## src/include/moist_pkg.sv

```systemverilog
// Purpose: Shared constants and types of the moisture measurement controller.
// Assumes: APB with 32-bit data; register index times four is the byte address.
// Notes: Contract

package moist_pkg;
   localparam int unsigned ADDR_W = 12;
   localparam int unsigned IDX_W = 10;
   // Register indexes; the byte address is four times the index.
   localparam logic [9:0] IDX_GND_RETRY = 10'h070;
   localparam logic [9:0] IDX_SHIFT = 10'h071;
   localparam logic [9:0] IDX_AVG_CODE = 10'h072;
   localparam logic [9:0] IDX_NOISE = 10'h073;
   localparam logic [9:0] IDX_TARGET = 10'h074;
   localparam logic [9:0] IDX_THRESH = 10'h075;
   localparam logic [9:0] IDX_MANUAL = 10'h076;
   localparam logic [9:0] IDX_FINAL_AVG = 10'h078;
   localparam logic [9:0] IDX_RESULT = 10'h07c;
   localparam logic [9:0] IDX_IRQ_STATUS = 10'h07d;
   localparam logic [9:0] IDX_IRQ_MASK = 10'h07e;
   // Field positions.
   localparam int unsigned GND_LSB = 3;
   localparam int unsigned MANUAL_BIT = 4;
   localparam int unsigned BUSY_BIT = 3;
   // Values after reset.
   localparam logic [3:0] RST_GROUND = 4'h4;
   localparam logic [2:0] RST_RETRY = 3'h1;
   localparam logic [5:0] RST_SHIFT = 6'h09;
   localparam logic [2:0] RST_AVG_CODE = 3'h0;
   localparam logic [5:0] RST_NOISE = 6'h00;
   localparam logic [1:0] RST_TARGET = 2'h0;
   localparam logic [7:0] RST_THRESH = 8'h77;
   // Reading limits and the lowest pull-up current code.
   localparam logic [7:0] FULL_SCALE = 8'hff;
   localparam logic [7:0] ZERO_SCALE = 8'h00;
   localparam logic [1:0] CUR_LOWEST = 2'h0;
   // Interrupt status bits.
   localparam int unsigned IRQ_W = 3;
   localparam int unsigned IRQ_DONE = 0;
   localparam int unsigned IRQ_MOIST = 1;
   localparam int unsigned IRQ_ABORT = 2;

   typedef enum logic [2:0]
   {
      RES_NONE = 3'b000,
      RES_DRY = 3'b001,
      RES_MOIST = 3'b010,
      RES_GROUND = 3'b011,
      RES_OPEN = 3'b100,
      RES_ABORT = 3'b101
   } result_t;
endpackage

```

## src/design/moist_measure_ctrl.sv

```systemverilog
// Purpose: Moisture resistive measurement control with APB registers.
// Assumes: The ADC front end runs on clk_sys_i and pulses adc_valid_i per sample.
// Notes: APB answers with no wait states; irq_o is a level.
//
// The APB interface to the registers was left to the implementer.
`timescale 1ns/1ps
`default_nettype none

module moist_measure_ctrl (
   input wire logic clk_sys_i,
   input wire logic nrst_i,
   input wire logic psel_i,
   input wire logic penable_i,
   input wire logic pwrite_i,
   input wire logic [11:0] paddr_i,
   input wire logic [31:0] pwdata_i,
   output logic [31:0] prdata_o,
   output logic pready_o,
   output logic pslverr_o,
   input wire logic adc_valid_i,
   input wire logic [7:0] adc_data_i,
   output logic sample_req_o,
   output logic [1:0] pullup_sel_o,
   output logic [5:0] shift_factor_o,
   output logic irq_o
);
   // ----------------------------------------------------------------
   // Reset release
   // ----------------------------------------------------------------
   logic rst_meta_r, rst_n;

   // Release is synchronised so no flop leaves reset on a different edge.
   always_ff @(posedge clk_sys_i or negedge nrst_i)
   begin
      if (!nrst_i)
      begin
         rst_meta_r <= 1'b0;
         rst_n <= 1'b0;
      end
      else
      begin
         rst_meta_r <= 1'b1;
         rst_n <= rst_meta_r;
      end
   end

   typedef enum logic [2:0]
   {
      ST_IDLE = 3'b000,
      ST_REQ = 3'b001,
      ST_WAIT = 3'b010,
      ST_EVAL = 3'b011
   } state_t;

   // ----------------------------------------------------------------
   // Register file
   // ----------------------------------------------------------------
   logic [3:0] gnd_r, gnd_nxt;
   logic [2:0] retry_lim_r, retry_lim_nxt;
   logic [5:0] shift_r, shift_nxt;
   logic [2:0] avg_code_r, avg_code_nxt;
   logic [5:0] noise_r, noise_nxt;
   logic [1:0] target_r, target_nxt;
   logic [7:0] thresh_r, thresh_nxt;
   logic manual_r, manual_nxt;
   logic [2:0] st_r, st_nxt, mask_r, mask_nxt, events;
   logic pready_r, pready_nxt, slverr_r, slverr_nxt, irq_r, irq_nxt;
   logic [31:0] prdata_r, prdata_nxt, rd_data;
   logic [9:0] idx;
   logic hit, acc_en, wr_en, done_w;
   moist_pkg::result_t result_r, result_nxt;
   logic [7:0] final_avg_r, final_avg_nxt;
   state_t state_r, state_nxt;

   assign idx = paddr_i[11:2];
   assign acc_en = psel_i && penable_i && pready_r;
   assign wr_en = acc_en && pwrite_i && hit;

   // Read decode; unmapped addresses read zero with an error, unaligned ones read the register with an error.
   always_comb
   begin
      rd_data = '0;
      hit = (paddr_i[1:0] == 2'b00);
      case (idx)
         moist_pkg::IDX_GND_RETRY: rd_data[6:0] = {gnd_r, retry_lim_r};
         moist_pkg::IDX_SHIFT: rd_data[5:0] = shift_r;
         moist_pkg::IDX_AVG_CODE: rd_data[2:0] = avg_code_r;
         moist_pkg::IDX_NOISE: rd_data[5:0] = noise_r;
         moist_pkg::IDX_TARGET: rd_data[1:0] = target_r;
         moist_pkg::IDX_THRESH: rd_data[7:0] = thresh_r;
         moist_pkg::IDX_MANUAL: rd_data[moist_pkg::MANUAL_BIT] = manual_r;
         moist_pkg::IDX_FINAL_AVG: rd_data[7:0] = final_avg_r;
         moist_pkg::IDX_RESULT:
         begin
            rd_data[2:0] = result_r;
            rd_data[moist_pkg::BUSY_BIT] = (state_r != ST_IDLE);
         end
         moist_pkg::IDX_IRQ_STATUS: rd_data[2:0] = st_r;
         moist_pkg::IDX_IRQ_MASK: rd_data[2:0] = mask_r;
         default: hit = 1'b0;
      endcase
   end

   // Next values of the software registers and the bus answer.
   always_comb
   begin
      gnd_nxt = gnd_r;
      retry_lim_nxt = retry_lim_r;
      shift_nxt = shift_r;
      avg_code_nxt = avg_code_r;
      noise_nxt = noise_r;
      target_nxt = target_r;
      thresh_nxt = thresh_r;
      mask_nxt = mask_r;
      manual_nxt = manual_r;
      pready_nxt = psel_i && !penable_i;
      prdata_nxt = (psel_i && !penable_i) ? rd_data : prdata_r;
      slverr_nxt = (psel_i && !penable_i) ? !hit : slverr_r;
      // The device clears the request at the end of a detection.
      if (done_w)
      begin
         manual_nxt = 1'b0;
      end
      if (wr_en)
      begin
         case (idx)
            moist_pkg::IDX_GND_RETRY:
            begin
               gnd_nxt = pwdata_i[6:3];
               retry_lim_nxt = pwdata_i[2:0];
            end
            moist_pkg::IDX_SHIFT: shift_nxt = pwdata_i[5:0];
            moist_pkg::IDX_AVG_CODE: avg_code_nxt = pwdata_i[2:0];
            moist_pkg::IDX_NOISE: noise_nxt = pwdata_i[5:0];
            moist_pkg::IDX_TARGET: target_nxt = pwdata_i[1:0];
            moist_pkg::IDX_THRESH: thresh_nxt = pwdata_i[7:0];
            moist_pkg::IDX_IRQ_MASK: mask_nxt = pwdata_i[2:0];
            moist_pkg::IDX_MANUAL:
            begin
               // A write of one wins over the clear in the same cycle.
               if (pwdata_i[moist_pkg::MANUAL_BIT])
               begin
                  manual_nxt = 1'b1;
               end
            end
            default: manual_nxt = manual_nxt;
         endcase
      end
      // Events set sticky bits after the write-one clear, so they win.
      st_nxt = st_r;
      if (wr_en && (idx == moist_pkg::IDX_IRQ_STATUS))
      begin
         st_nxt = st_r & ~pwdata_i[2:0];
      end
      st_nxt = st_nxt | events;
      irq_nxt = |(st_r & mask_r);
   end

   // Registers only.
   always_ff @(posedge clk_sys_i or negedge rst_n)
   begin
      if (!rst_n)
      begin
         gnd_r <= moist_pkg::RST_GROUND;
         retry_lim_r <= moist_pkg::RST_RETRY;
         shift_r <= moist_pkg::RST_SHIFT;
         avg_code_r <= moist_pkg::RST_AVG_CODE;
         noise_r <= moist_pkg::RST_NOISE;
         target_r <= moist_pkg::RST_TARGET;
         thresh_r <= moist_pkg::RST_THRESH;
         mask_r <= '0;
         st_r <= '0;
         manual_r <= 1'b0;
         pready_r <= 1'b0;
         prdata_r <= '0;
         slverr_r <= 1'b0;
         irq_r <= 1'b0;
      end
      else
      begin
         gnd_r <= gnd_nxt;
         retry_lim_r <= retry_lim_nxt;
         shift_r <= shift_nxt;
         avg_code_r <= avg_code_nxt;
         noise_r <= noise_nxt;
         target_r <= target_nxt;
         thresh_r <= thresh_nxt;
         mask_r <= mask_nxt;
         st_r <= st_nxt;
         manual_r <= manual_nxt;
         pready_r <= pready_nxt;
         prdata_r <= prdata_nxt;
         slverr_r <= slverr_nxt;
         irq_r <= irq_nxt;
      end
   end

   // ----------------------------------------------------------------
   // Measurement sequencer
   // ----------------------------------------------------------------
   logic [14:0] acc_sum;
   logic [7:0] acc_max, acc_cnt, n_samples, avg_w;
   logic acc_clear, clip_w, retry_cond, open_w, req_r, req_nxt;
   logic [2:0] retries_r, retries_nxt;

   sample_accumulator #(
      .DATA_W(8),
      .CNT_W(8),
      .SUM_W(15)
   ) u_acc (
      .clk_i(clk_sys_i),
      .rst_n_i(rst_n),
      .clear_i(acc_clear),
      .valid_i(adc_valid_i && (state_r == ST_WAIT)),
      .data_i(adc_data_i),
      .sum_o(acc_sum),
      .max_o(acc_max),
      .count_o(acc_cnt)
   );

   // Two to the code samples form one reading.
   assign n_samples = 8'(9'h001 << avg_code_r);
   assign avg_w = 8'(acc_sum >> avg_code_r);
   // Clipped at full scale; at lowest current only when the average is low.
   assign clip_w = (acc_max == moist_pkg::FULL_SCALE);
   assign open_w = avg_w >= (moist_pkg::FULL_SCALE - {2'b00, noise_r});
   assign retry_cond = clip_w && ((target_r != moist_pkg::CUR_LOWEST) || !open_w);
   assign done_w = (state_r == ST_EVAL) && (state_nxt == ST_IDLE);

   // Sequencer next state, classification and event pulses.
   always_comb
   begin
      state_nxt = state_r;
      retries_nxt = retries_r;
      result_nxt = result_r;
      final_avg_nxt = final_avg_r;
      req_nxt = 1'b0;
      acc_clear = 1'b0;
      events = '0;
      case (state_r)
         ST_IDLE:
         begin
            acc_clear = 1'b1;
            if (manual_r)
            begin
               retries_nxt = '0;
               state_nxt = ST_REQ;
            end
         end
         ST_REQ:
         begin
            req_nxt = 1'b1;
            state_nxt = ST_WAIT;
         end
         ST_WAIT:
         begin
            if (adc_valid_i)
            begin
               state_nxt = (acc_cnt == n_samples - 8'h01) ? ST_EVAL : ST_REQ;
            end
         end
         ST_EVAL:
         begin
            state_nxt = ST_IDLE;
            events[moist_pkg::IRQ_DONE] = 1'b1;
            if (retry_cond && (retries_r < retry_lim_r))
            begin
               // Measure again rather than accept a clipped reading.
               acc_clear = 1'b1;
               retries_nxt = retries_r + 3'h1;
               events = '0;
               state_nxt = ST_REQ;
            end
            else if (retry_cond)
            begin
               result_nxt = moist_pkg::RES_ABORT;
               final_avg_nxt = moist_pkg::ZERO_SCALE;
               events[moist_pkg::IRQ_ABORT] = 1'b1;
            end
            else if (clip_w)
            begin
               result_nxt = moist_pkg::RES_OPEN;
               final_avg_nxt = moist_pkg::FULL_SCALE;
            end
            else if (avg_w <= {4'h0, gnd_r})
            begin
               result_nxt = moist_pkg::RES_GROUND;
               final_avg_nxt = moist_pkg::ZERO_SCALE;
            end
            else if (avg_w < thresh_r)
            begin
               result_nxt = moist_pkg::RES_MOIST;
               final_avg_nxt = avg_w;
               events[moist_pkg::IRQ_MOIST] = 1'b1;
            end
            else
            begin
               result_nxt = moist_pkg::RES_DRY;
               final_avg_nxt = avg_w;
            end
         end
         default: state_nxt = ST_IDLE;
      endcase
   end

   // Registers only.
   always_ff @(posedge clk_sys_i or negedge rst_n)
   begin
      if (!rst_n)
      begin
         state_r <= ST_IDLE;
         retries_r <= '0;
         result_r <= moist_pkg::RES_NONE;
         final_avg_r <= moist_pkg::ZERO_SCALE;
         req_r <= 1'b0;
      end
      else
      begin
         state_r <= state_nxt;
         retries_r <= retries_nxt;
         result_r <= result_nxt;
         final_avg_r <= final_avg_nxt;
         req_r <= req_nxt;
      end
   end

   assign prdata_o = prdata_r;
   assign pready_o = pready_r;
   assign pslverr_o = slverr_r;
   assign irq_o = irq_r;
   assign sample_req_o = req_r;
   assign pullup_sel_o = target_r;
   assign shift_factor_o = shift_r;
endmodule

`default_nettype wire

```

## src/design/sample_accumulator.sv

```systemverilog
// Purpose: Sums ADC samples, tracks the largest and counts them.
// Assumes: Samples arrive on the system clock, one per valid pulse.
// Notes: Clear has priority over a sample in the same cycle.
`timescale 1ns/1ps
`default_nettype none

module sample_accumulator #(
   parameter int unsigned DATA_W = 8,
   parameter int unsigned CNT_W = 8,
   parameter int unsigned SUM_W = 15
) (
   input wire logic clk_i,
   input wire logic rst_n_i,
   input wire logic clear_i,
   input wire logic valid_i,
   input wire logic [DATA_W-1:0] data_i,
   output logic [SUM_W-1:0] sum_o,
   output logic [DATA_W-1:0] max_o,
   output logic [CNT_W-1:0] count_o
);
   logic [SUM_W-1:0] sum_r, sum_nxt;
   logic [DATA_W-1:0] max_r, max_nxt;
   logic [CNT_W-1:0] cnt_r, cnt_nxt;

   // Sum width covers 128 full-scale samples, so the total never wraps.
   always_comb
   begin
      sum_nxt = sum_r;
      max_nxt = max_r;
      cnt_nxt = cnt_r;
      if (clear_i)
      begin
         sum_nxt = '0;
         max_nxt = '0;
         cnt_nxt = '0;
      end
      else if (valid_i)
      begin
         sum_nxt = sum_r + SUM_W'(data_i);
         cnt_nxt = cnt_r + CNT_W'(1);
         if (data_i > max_r)
         begin
            max_nxt = data_i;
         end
      end
   end

   // Registers only.
   always_ff @(posedge clk_i or negedge rst_n_i)
   begin
      if (!rst_n_i)
      begin
         sum_r <= '0;
         max_r <= '0;
         cnt_r <= '0;
      end
      else
      begin
         sum_r <= sum_nxt;
         max_r <= max_nxt;
         cnt_r <= cnt_nxt;
      end
   end

   assign sum_o = sum_r;
   assign max_o = max_r;
   assign count_o = cnt_r;
endmodule

`default_nettype wire

```

## config.mk

```make
export PLATFORM = sky130hd
export DESIGN_NAME = moist_measure_ctrl
export DESIGN_NICKNAME = d
export VERILOG_FILES = /design/src/include/moist_pkg.sv /design/src/design/moist_measure_ctrl.sv /design/src/design/sample_accumulator.sv
export SDC_FILE = /design/constraint.sdc
export NUM_CORES = 1
export LEC_CHECK = 0
export BUFFER_PORTS_ARGS = -buffer_cell sky130_fd_sc_hd__buf_2
export CORE_MARGIN = 3
export CORE_UTILIZATION = 54
export CTS_BUF_LIST = sky130_fd_sc_hd__clkbuf_2
export DETAILED_ROUTE_END_ITERATION = 10
export GPL_ROUTABILITY_DRIVEN = 0
export PLACE_DENSITY_LB_ADDON = 0.08
export REMOVE_ABC_BUFFERS = 1
export SYNTH_ARGS = -nofsm -noshare
export SYNTH_HDL_FRONTEND = slang
export SYNTH_SLANG_ARGS = --single-unit
```

## constraint.sdc

```tcl
create_clock -name clk_sys_i -period 3 [get_ports clk_sys_i]
set_input_delay 0.3 -clock clk_sys_i [delete_from_list [all_inputs] [get_ports clk_sys_i]]
set_output_delay 0.3 -clock clk_sys_i [all_outputs]
set_load 0.01 [all_outputs]
```

=== After elaboration in Yosys (flattened, before gate mapping) ===
Cells that the tools add are included.

* Output and inout bits: 44
* Input bits: 58
* Register bits after elaboration: 101

* $lt $le $gt $ge: 5
* Shift-type cells: 2
* Add/sub/neg operators: 5
* Multiplexer cells: 46
* Bitwise gates (word level): 5
* Equal/unequal tests: 18
* Reductions and logical operators: 34

{| class="wikitable"
|+ Operator list
! operator !! number
|-
| $eq 10x7->1 const B || 11
|-
| $mux 8 || 8
|-
| $mux 15 || 2
|-
| $mux 3 || 8
|-
| $pmux 2 s10 || 1
|-
| $reduce_and 2->1 || 9
|-
| $add 15x8->15 || 1
|-
| $shr 15x3->8 || 1
|-
| $mux 1 || 14
|-
| $pmux 1 s6 || 2
|-
| $pmux 3 s4 || 1
|-
| $reduce_or 11->1 || 1
|-
| $logic_and 1x1->1 || 10
|-
| $pmux 1 s9 || 1
|-
| $add 8x1->8 const B || 1
|-
| $eq 8x8->1 || 1
|-
| $eq 8x8->1 const B || 1
|-
| $ge 8x8->1 || 1
|-
| $gt 8x8->1 || 1
|-
| $le 8x4->1 || 1
|-
| $lt 8x8->1 || 1
|-
| $mux 2 || 4
|-
| $reduce_bool 2->1 || 4
|-
| $shl 1x3->8 const A || 1
|-
| other kinds (23) || 29
|}

=== Longest topological paths before layout ===
Gate-level depths: netlist of the first run.

* Depth after elaboration: 14
* Depth in mapped cells: 14

=== Modules after synthesis ===
From an unflattened synthesis of the first run, not the netlist that was laid out.

* Cell total of the unflattened synthesis: 653
* Area total of the unflattened synthesis: 6586.3 µm²

{| class="wikitable"
|+ Modules (own cells, without submodules)
! module !! area an instance (µm²) !! times used !! sequential area each (µm²) !! cells an instance
|-
| moist_measure_ctrl || 4564.4 || 1 || 1764.2 || 450
|-
| sample_accumulator || 2021.9 || 1 || 775.7 || 203
|}

=== Least setup slack after synthesis of the first run ===
Ideal clock, no wire load.

* Path type: flip-flop to flip-flop
* From: register avg_code_r[2]
* To: register result_r[1]
* Arrival time: 2895 ps
* Required time: 2876 ps
* Path slack: -19 ps
* Stages on the path, launching flop included: 12
* Cells stage by stage: dfrtp_1 -> clkbuf_1 -> clkbuf_1 -> clkbuf_1 -> mux2_2 -> ha_1 -> a21o_1 -> a31oi_1 -> o21ai_0 -> a21oi_4 -> a21o_1 -> a211o_1

* Longest elaborated chain between the ends: 8
* Elaborated cells between the ends (all ways): 14
* Classes of those cells: order compare (3); shift (1); mux (4); bitwise (1); reduce/logical (5)

{| class="wikitable"
|+ Ends and longest elaborated chain
! what !! line !! source
|-
| start: declaration || moist_measure_ctrl.sv:61 || <nowiki>logic [2:0] avg_code_r, avg_code_nxt;</nowiki>
|-
| start signal: assignment || moist_measure_ctrl.sv:167 || <nowiki>avg_code_r <= moist_pkg::RST_AVG_CODE;</nowiki>
|-
| start signal: assignment || moist_measure_ctrl.sv:184 || <nowiki>avg_code_r <= avg_code_nxt;</nowiki>
|-
| $shr 15x3->8 (*) || moist_measure_ctrl.sv:223 || <nowiki>assign avg_w = 8'(acc_sum >> avg_code_r);</nowiki>
|-
| branches (longest 7 deep; another with $lt 8x8->1) || n/a ||
|-
| end signal: assignment || moist_measure_ctrl.sv:313 || <nowiki>result_r <= moist_pkg::RES_NONE;</nowiki>
|-
| end signal: assignment || moist_measure_ctrl.sv:321 || <nowiki>result_r <= result_nxt;</nowiki>
|-
| end: declaration || moist_measure_ctrl.sv:71 || <nowiki>moist_pkg::result_t result_r, result_nxt;</nowiki>
|}

Mark *: on every way between the ends.
A chain may end at the register's enable or synchronous reset.

=== Worst setup path in the final report of the first run ===
* From: register avg_code_r[0]
* To: register u_acc.max_r[7], in the netlist u_acc.max_o[7]

* Longest elaborated chain between the ends: 10
* Elaborated cells between the ends (all ways): 12
* Classes of those cells: order compare (1); shift (1); mux (3); reduce/logical (7)

{| class="wikitable"
|+ Ends and longest elaborated chain
! what !! line !! source
|-
| $shr 15x3->8 (*) || moist_measure_ctrl.sv:223 ||
|-
| $ge 8x8->1 (*) || moist_measure_ctrl.sv:226 || <nowiki>assign open_w = avg_w >= (moist_pkg::FULL_SCALE - {2'b00, noise_r});</nowiki>
|-
| $logic_not 1->1 (*) || moist_measure_ctrl.sv:227 || <nowiki>assign retry_cond = clip_w && ((target_r != moist_pkg::CUR_LOWEST) || !open_w);</nowiki>
|-
| $logic_or 1x1->1 (*) || moist_measure_ctrl.sv:227 ||
|-
| $logic_and 1x1->1 (*) || moist_measure_ctrl.sv:227 ||
|-
| $logic_and 1x1->1 (*) || moist_measure_ctrl.sv:266 || <nowiki>if (retry_cond && (retries_r < retry_lim_r))</nowiki>
|-
| $mux 1 (*) || moist_measure_ctrl.sv:266 ||
|-
| $pmux 1 s2 (*) || moist_measure_ctrl.sv:240 || <nowiki>case (state_r)</nowiki>
|-
| $reduce_bool 2->1 (no source line) || n/a ||
|-
| $reduce_and 2->1 (no source line) || n/a ||
|-
| end signal: assignment || sample_accumulator.sv:60 || <nowiki>max_r <= max_nxt;</nowiki>
|-
| end: declaration || sample_accumulator.sv:22 || <nowiki>logic [DATA_W-1:0] max_r, max_nxt;</nowiki>
|}

Every way passes the cells marked *; elsewhere a longest branch is shown, timed or not.

==> results of run 1 <==
## sequential cells by signal (all words and copies together), names as in the netlist, 4 cells and up
| name | flops |
|---|---|
| shift_factor_o | 6 |
| u_acc.sum_o | 15 |
| u_acc.max_o | 8 |
| thresh_r | 8 |
| noise_r | 6 |
| final_avg_r | 8 |
| u_acc.count_o | 8 |
| gnd_r | 4 |
| prdata_o | 8 |
## power breakdown
part | internal [uW] | total (uW) | switching (uW)
combinational | 86.1 | 211 | 125
clock | 188 | 673 | 484
sequential | 1380 | 1410 | 25.2
total | 1660 | 2290 | 634
## per-stage QoR
step	setup TNS, ns	instance area, um2
after floorplan	-10.16	6334
after global placement	-9.632	7093
after detailed placement	-9.823	7093
after CTS	0	7528
after global routing	-1.360	7746
final	0	7746
## worst reg2reg max path, delay by kind of cell, from the launching register on
| family | cells | cell delay (ns) |
|---|---|---|
| flip-flops | 1 | 0.47 |
| adder cells (fa/ha/maj) | 1 | 0.24 |
| AND/OR/NAND/NOR | 1 | 0.05 |
| AO/OA/AOI/OAI | 5 | 0.99 |
| multiplexers | 2 | 0.80 |
| buffers and inverters | 2 | 0.34 |
## how the worst min path moves through the flow
| stage | endpoint | slack [ns] | cells past startpoint |
|---|---|---|---|
| 5_1_grt | noise_r[1] | 0.01 | 2 |
| 2_1_floorplan | rst_meta_r | 0.004 | 0 |
| 3_5_place_dp | rst_meta_r | 0.09 | 1 |
| 3_3_place_gp | rst_meta_r | 0.09 | 1 |
| 6_report | noise_r[1] | 0.02 | 2 |
| 4_1_cts | retry_lim_r[1] | 0.01 | 2 |
## cell type report
| type | instances | area share |
|---|---|---|
| antenna | 1 | 0.0003230 |
| clock buffer | 9 | 0.005815 |
| clock inverter | 7 | 0.008399 |
| inverter | 31 | 0.01502 |
| multi-input combinational | 499 | 0.5017 |
| sequential | 101 | 0.3285 |
| tap | 143 | 0.02310 |
| timing repair buffer | 122 | 0.1171 |
## metal layers
metal  track usage  vias to the layer above
met5             0                        -
met4       0.09513                        0
met3       0.04404                       46
met2        0.4378                      196
met1        0.3288                     2622
li1              -                     2542
## cell families (layout without fill, tap and decap cells)
group / after synthesis / count (layout)
multiplexers: 75 / 75
buffers and inverters: 85 / 169
other: 2 / 27
adder cells (fa/ha/maj): 39 / 39
AND/OR/NAND/NOR: 200 / 200
XOR/XNOR: 24 / 24
AO/OA/AOI/OAI: 135 / 135
flip-flops: 101 / 101
## placed cells by master, fill, tap and decap left out, drive strengths merged, types with 11 or more instances in the layout
cell and count:
o21ai 27, xnor2 18, ha 38, buf 101
conb 26, dfrtp 91, mux2i 25, nor2 51
nand3 15, nor3 11, dlygate4sd3 20, nand4 12
mux2 40, a21oi 30, inv 32, a21o 12
nand2 62
## repair_timing
item | 4_1_cts | 5_1_grt
hold buffers | 20 | 0
pin swaps | 3 | 19
setup endpoints to repair | 50 | 45
gates resized for setup | 10 | 47
buffers inserted | 6 | 4
gates cloned | 1 | 1
hold endpoints to repair | 31 | 0
==> summary.txt, run 1 <==
Run status: completed
Clk Latency, worst-skew pair: 0.64 ns
Worst slew pin tran: 0.7392 ns
WHS: 0.01944 ns
Antenna violations before repair: 1
Final core utilization: 0.6642
Reg-to-Reg Start: avg_code_r[0]
HP Start: pwdata_i[1]
Static leakage: 0.003551 uW
Grt total ovfl: 0
Dpl cells: 866
Top_reg_cell synth: dfrtp_1
CTS Buf Count: 9
Detailed Route Iter0 Violations: 398
CP Max Fanout: 8
Clk buf depth: 2
CP Cell Sequence: buf_6 -> mux4_2 -> mux2_4 -> ha_4 -> a21o_1 -> a31oi_4 -> o21ai_4 -> a21oi_4 -> a31o_4 -> clkbuf_16 -> nor2_1
Worst hold path class: in2reg
Via count: 5,406
Post-synthesis sequential area ratio: 0.3860
Clock sink count: 101
First-pass GRT wire length: 27,120 um
Vias in the first global route: 5,365
Min cycle time layout: 2.974 ns
Crit path launch: avg_code_r[0]
Hold Fails Final Rpt: 0
Buf+Inv Stages, Crit Path: 2
Post-Route WL: 16,900 um
Synth Warn #: 0
Fillers: 932
Final setup violation count: 0
Post-synthesis cell type count: 71
Synth Area in XOR/XNOR: 0.03195
Worst path slowest cell: mux4_2
Final period utilization: 0.9915
Slew Viols, Final: 0
Avg Vias per Cell: 5.921
Largest net degree at the start of global routing: 53
Worst VDD drop: 0.1806 mV
Startpoint Class: flip-flop
Ports: 102
Crit Reg-Reg Endpoint: u_acc.max_o[7]
Area Growth Syn to Fin: 17.72%
R2R Setup Slk: 0.03 ns
Area share of fa/ha/maj cells after synthesis: 0.07530
Crit. End Element: flip-flop
Initial Util: 0.5642
Die X: 116.4 um
CP delay by family, top: compound AO/OA/AOI/OAI gates
Mean Syn Cell Area: 9.955 um2
Tot Pwr: 2292 uW
Fraction of synthesized area in multiplexers: 0.1430
Simple-gate share of the synthesized area: 0.1523
Router iterations before antenna repair: 7
Die height: 116.4 um
Synth cell count leaders: dfrtp_1, nand2_1, nor2_1
FMAX: 336.2 MHz
Post-synthesis compound-gate area fraction: 0.1415
Fin cells: 913
Num rows: 39
Core ar.: 0.01166 mm2
Flops & latches, synth: 101
EDFF count, synth: 0
Uppermost layer routed: met4
Clk root buf: clkbuf_2
WP data required: 3.57 ns
Hpwl dp: 12,220 um
ANT nets after route: 0
Share of cells above drive strength 1: 0.2926
Crit. path cell count: 11
Clk_skew: 0.02981 ns
Met3 wire length: 905 um
Clock Pin Slew Worst Setup and Hold Paths: 0.28 ns
Final WS setup: 0.02553 ns
Top post-synthesis cells by area: dfrtp_1, ha_1, mux2_2
WL met2: 8377 um
Storage cell area: 0.002545 mm2
# Max-Cap Violations: 0
Setup crit end: u_acc.max_o[7]
Pre-CTS WS: -0.2376 ns
H-tree depth: 3
Pwr Density: 295.8 mW/mm2
# nets final: 861
Synth async-reset ratio: 1.000
Top-count cell post-synth: dfrtp_1
Area of the mapped netlist: 0.006580 mm2
WL met1: 7098 um
Post-synthesis cell count: 661
Yosys top cell by area: dfrtp_1
Slew headroom: 0.5072
PortBufs: 53
RSZ-0062 raised after global routing: true
Residual DRC count: 0
CP Class: reg2reg
CP arrival: 3.54 ns
Synth top area share: 0.3461
TritonCTS clock tree: done
Worst Reg2Reg Path Length in Cells: 11
Full die area: 0.01355 mm2
Worst path max stage delay: 0.49 ns
Largest family of logic cells by synthesized area: simple AND/OR/NAND/NOR gates
Multi-input combinational cell area: 0.003886 mm2
DR WL/cell: 18.50 um
GRT Total Usage: 0.2568
Power figures use the tool's default switching activity.
==> run 2: changes to the inputs <==
Settings changed: SYNTH_HIERARCHICAL set to 1.
==> summary.txt, run 2 <==
Mean Syn Cell Area: 10.09 um2
Core ar.: 0.01166 mm2
Post-synthesis compound-gate area fraction: 0.1487
Startpoint Class: flip-flop
Synth Warn #: 6
Crit Reg-Reg Endpoint: u_acc/max_o[0]
Multi-input combinational cell area: 0.003979 mm2
Final WS setup: -0.4038 ns
Avg Vias per Cell: 5.852
HP Start: adc_valid_i
Synth async-reset ratio: 1.000
Detailed Route Iter0 Violations: 331
Worst path slowest cell: dfrtp_2
Reg-to-Reg Start: avg_code_r[0]
Storage cell area: 0.002545 mm2
Pre-CTS WS: -0.6163 ns
Pwr Density: 428.8 mW/mm2
First-pass GRT wire length: 26,190 um
Router iterations before antenna repair: 4
H-tree depth: 3
Worst hold path class: in2reg
Top_reg_cell synth: dfrtp_1
Ports: 102
Post-synthesis cell type count: 79
Max reg flops: 15
Area Growth Syn to Fin: 22.99%
Diodes inserted: 0
Full die area: 0.01356 mm2
Largest family of logic cells by synthesized area: multiplexers
Vias in the first global route: 5,374
Via count: 5,483
Clock Pin Slew Worst Setup and Hold Paths: 0.30 ns
Commonest non-fill, non-tap cells in the layout: dfrtp_1, buf_4, buf_2, nand2_1, mux2_1
Initial Util: 0.5647
Synth Area in XOR/XNOR: 0.01995
R2R Setup Slk: -0.40 ns
TritonCTS clock tree: done
Post-synthesis sequential area ratio: 0.3856
Most common cell after layout, fill and taps aside: dfrtp_1
Worst path max stage delay: 0.55 ns
Die X: 116.4 um
CP arrival: 3.95 ns
Num rows: 39
Post-synthesis cell count: 653
Tot Pwr: 3473 uW
EDFF count, synth: 0
Final period utilization: 1.135
Antenna violations before repair: 0
Clk buf depth: 2
Met3 wire length: 589 um
Worst slew pin tran: 0.7526 ns
Run status: finished with violations
CP Class: reg2reg
Post-Route WL: 16,570 um
# nets final: 886
Largest net degree at the start of global routing: 57
PortBufs: 53
Area share of fa/ha/maj cells after synthesis: 0.07523
Worst VDD drop: 0.3469 mV
Slew Viols, Final: 0
Die height: 116.4 um
Slew headroom: 0.4983
CTS Buf Count: 9
FMAX: 293.8 MHz
Final setup violation count: 28
Failing checks: negative setup slack
Synth cell count leaders: dfrtp_1, nand2_1, mux2_1
Hpwl dp: 12,070 um
Residual DRC count: 0
Fraction of synthesized area in multiplexers: 0.1588
DR WL/cell: 17.68 um
Grt total ovfl: 0
Synth top area share: 0.3457
Hold Fails Final Rpt: 0
Clock sink count: 101
Worst Reg2Reg Path Length in Cells: 13
Worst Hold Path Cells: 3
Area of the mapped netlist: 0.006586 mm2
Min cycle time layout: 3.404 ns
CP Max Fanout: 7
Yosys top cell by area: dfrtp_1
RSZ-0062 raised after global routing: true
Top-count cell post-synth: dfrtp_1
Fillers: 902
GRT Total Usage: 0.2442
WL met1: 7343 um
Clk Latency, worst-skew pair: 0.61 ns
Worst hold endpoint: state_r[0]
Share of cells above drive strength 1: 0.2771
CP Cell Sequence: mux4_2 -> mux2i_1 -> ha_1 -> nand2b_4 -> a31oi_4 -> o21ai_2 -> a2111o_1 -> o31ai_4 -> buf_6 -> o32a_1 -> o211a_1 -> buf_6 -> mux2i_1
WP data required: 3.54 ns
Crit. End Element: flip-flop
Uppermost layer routed: met4
# Max-Cap Violations: 0
Static leakage: 0.003806 uW
Simple-gate share of the synthesized area: 0.1491
Top post-synthesis cells by area: dfrtp_1, ha_1, mux2_1
Flops & latches, synth: 101
ANT nets after route: 0
Clk_skew: 0.05395 ns
WL met2: 8071 um
Clk root buf: clkbuf_2
==> run 2: cell count changes in the layout (fill, tap and decap cells not counted), sizes merged, moves of 5 or more <==
| cell | change |
|---|---|
| nand2b | +12 |
| buf | +29 |
| a22oi | -6 |
| and3 | -8 |
| xnor2 | -10 |
| nand2 | -9 |
| a31oi | -5 |
| nor2 | -15 |
| nor2b | +7 |
| mux2 | +6 |
==> run 2: report_power, final <==
group          switching, uW  total (uW)  internal [uW]
Sequential               129        1630           1500
Clock                    471         757            286
Combinational            535        1090            555
==> run 2: stage by stage <==
stage	std cells	cell area, um2	TNS, ns	utilization	hold WS [ns]
floorplan	627	6392	-36.32	-	0.004409
global placement	881	7289	-9.160	0.6250	0.08465
detailed placement	881	7289	-13.71	0.6250	0.08542
CTS	928	7873	-8.025	0.6750	0.01187
global route	937	8100	-13.53	0.6946	0.003633
finish	937	8100	-8.614	0.6946	0.03812
==> run 2: cell families (layout without fill, tap and decap cells) <==
kind of cell               Yosys count  in the layout
adders and majority gates           39             39
AOI/OAI and AO/OA                  142            142
xor gates and xnor gates            15             15
DFF                                101            101
buffers and inverters               82            199
other                                2             26
muxes                               83             83
and+or+nand+nor                    189            189
==> run 2: timing repair <==
item	4_1_cts	5_1_grt
resized for setup	34	35
endpoints found under the hold margin	36	0
pin swaps	20	17
hold buffers	20	0
cloned	0	2
setup endpoints to repair	35	45
buffers inserted	11	10
==> run 2: worst max-delay path by stage <==
| stage | from | depth (start not counted) | endpoint | slack, ns |
|---|---|---|---|---|
| floorplan | avg_code_r[0] | 12 | u_acc/sum_o[13] | -1.82 |
| global placement | avg_code_r[0] | 14 | u_acc/sum_o[13] | -0.44 |
| detailed placement | avg_code_r[0] | 14 | u_acc/sum_o[13] | -0.62 |
| CTS | avg_code_r[0] | 14 | u_acc/count_o[5] | -0.40 |
| global route | avg_code_r[0] | 13 | u_acc/max_o[3] | -0.56 |
| finish | avg_code_r[0] | 13 | u_acc/max_o[0] | -0.40 |
==> run 2: final cells by class <==
type,count,area share
multi-input combinational,494,0.4912
sequential,101,0.3142
timing repair buffer,151,0.1404
tap,143,0.02209
inverter,32,0.01483
clock inverter,5,0.01050
clock buffer,11,0.006796
==> run 2: layer usage <==
metal,up-vias,global-route usage
li1,2614,-
met1,2676,0.3155
met2,149,0.4115
met3,44,0.03057
met4,0,0.1090
met5,-,0
==> run 2: worst max-delay path, delay by kind of cell, from the launching register on <==
family / cells / cell delay [ns]
AO/OA/AOI/OAI: 6 / 1.14
multiplexers: 3 / 0.94
flip-flops: 1 / 0.55
buffers and inverters: 2 / 0.31
adder cells (fa/ha/maj): 1 / 0.28
AND/OR/NAND/NOR: 1 / 0.15
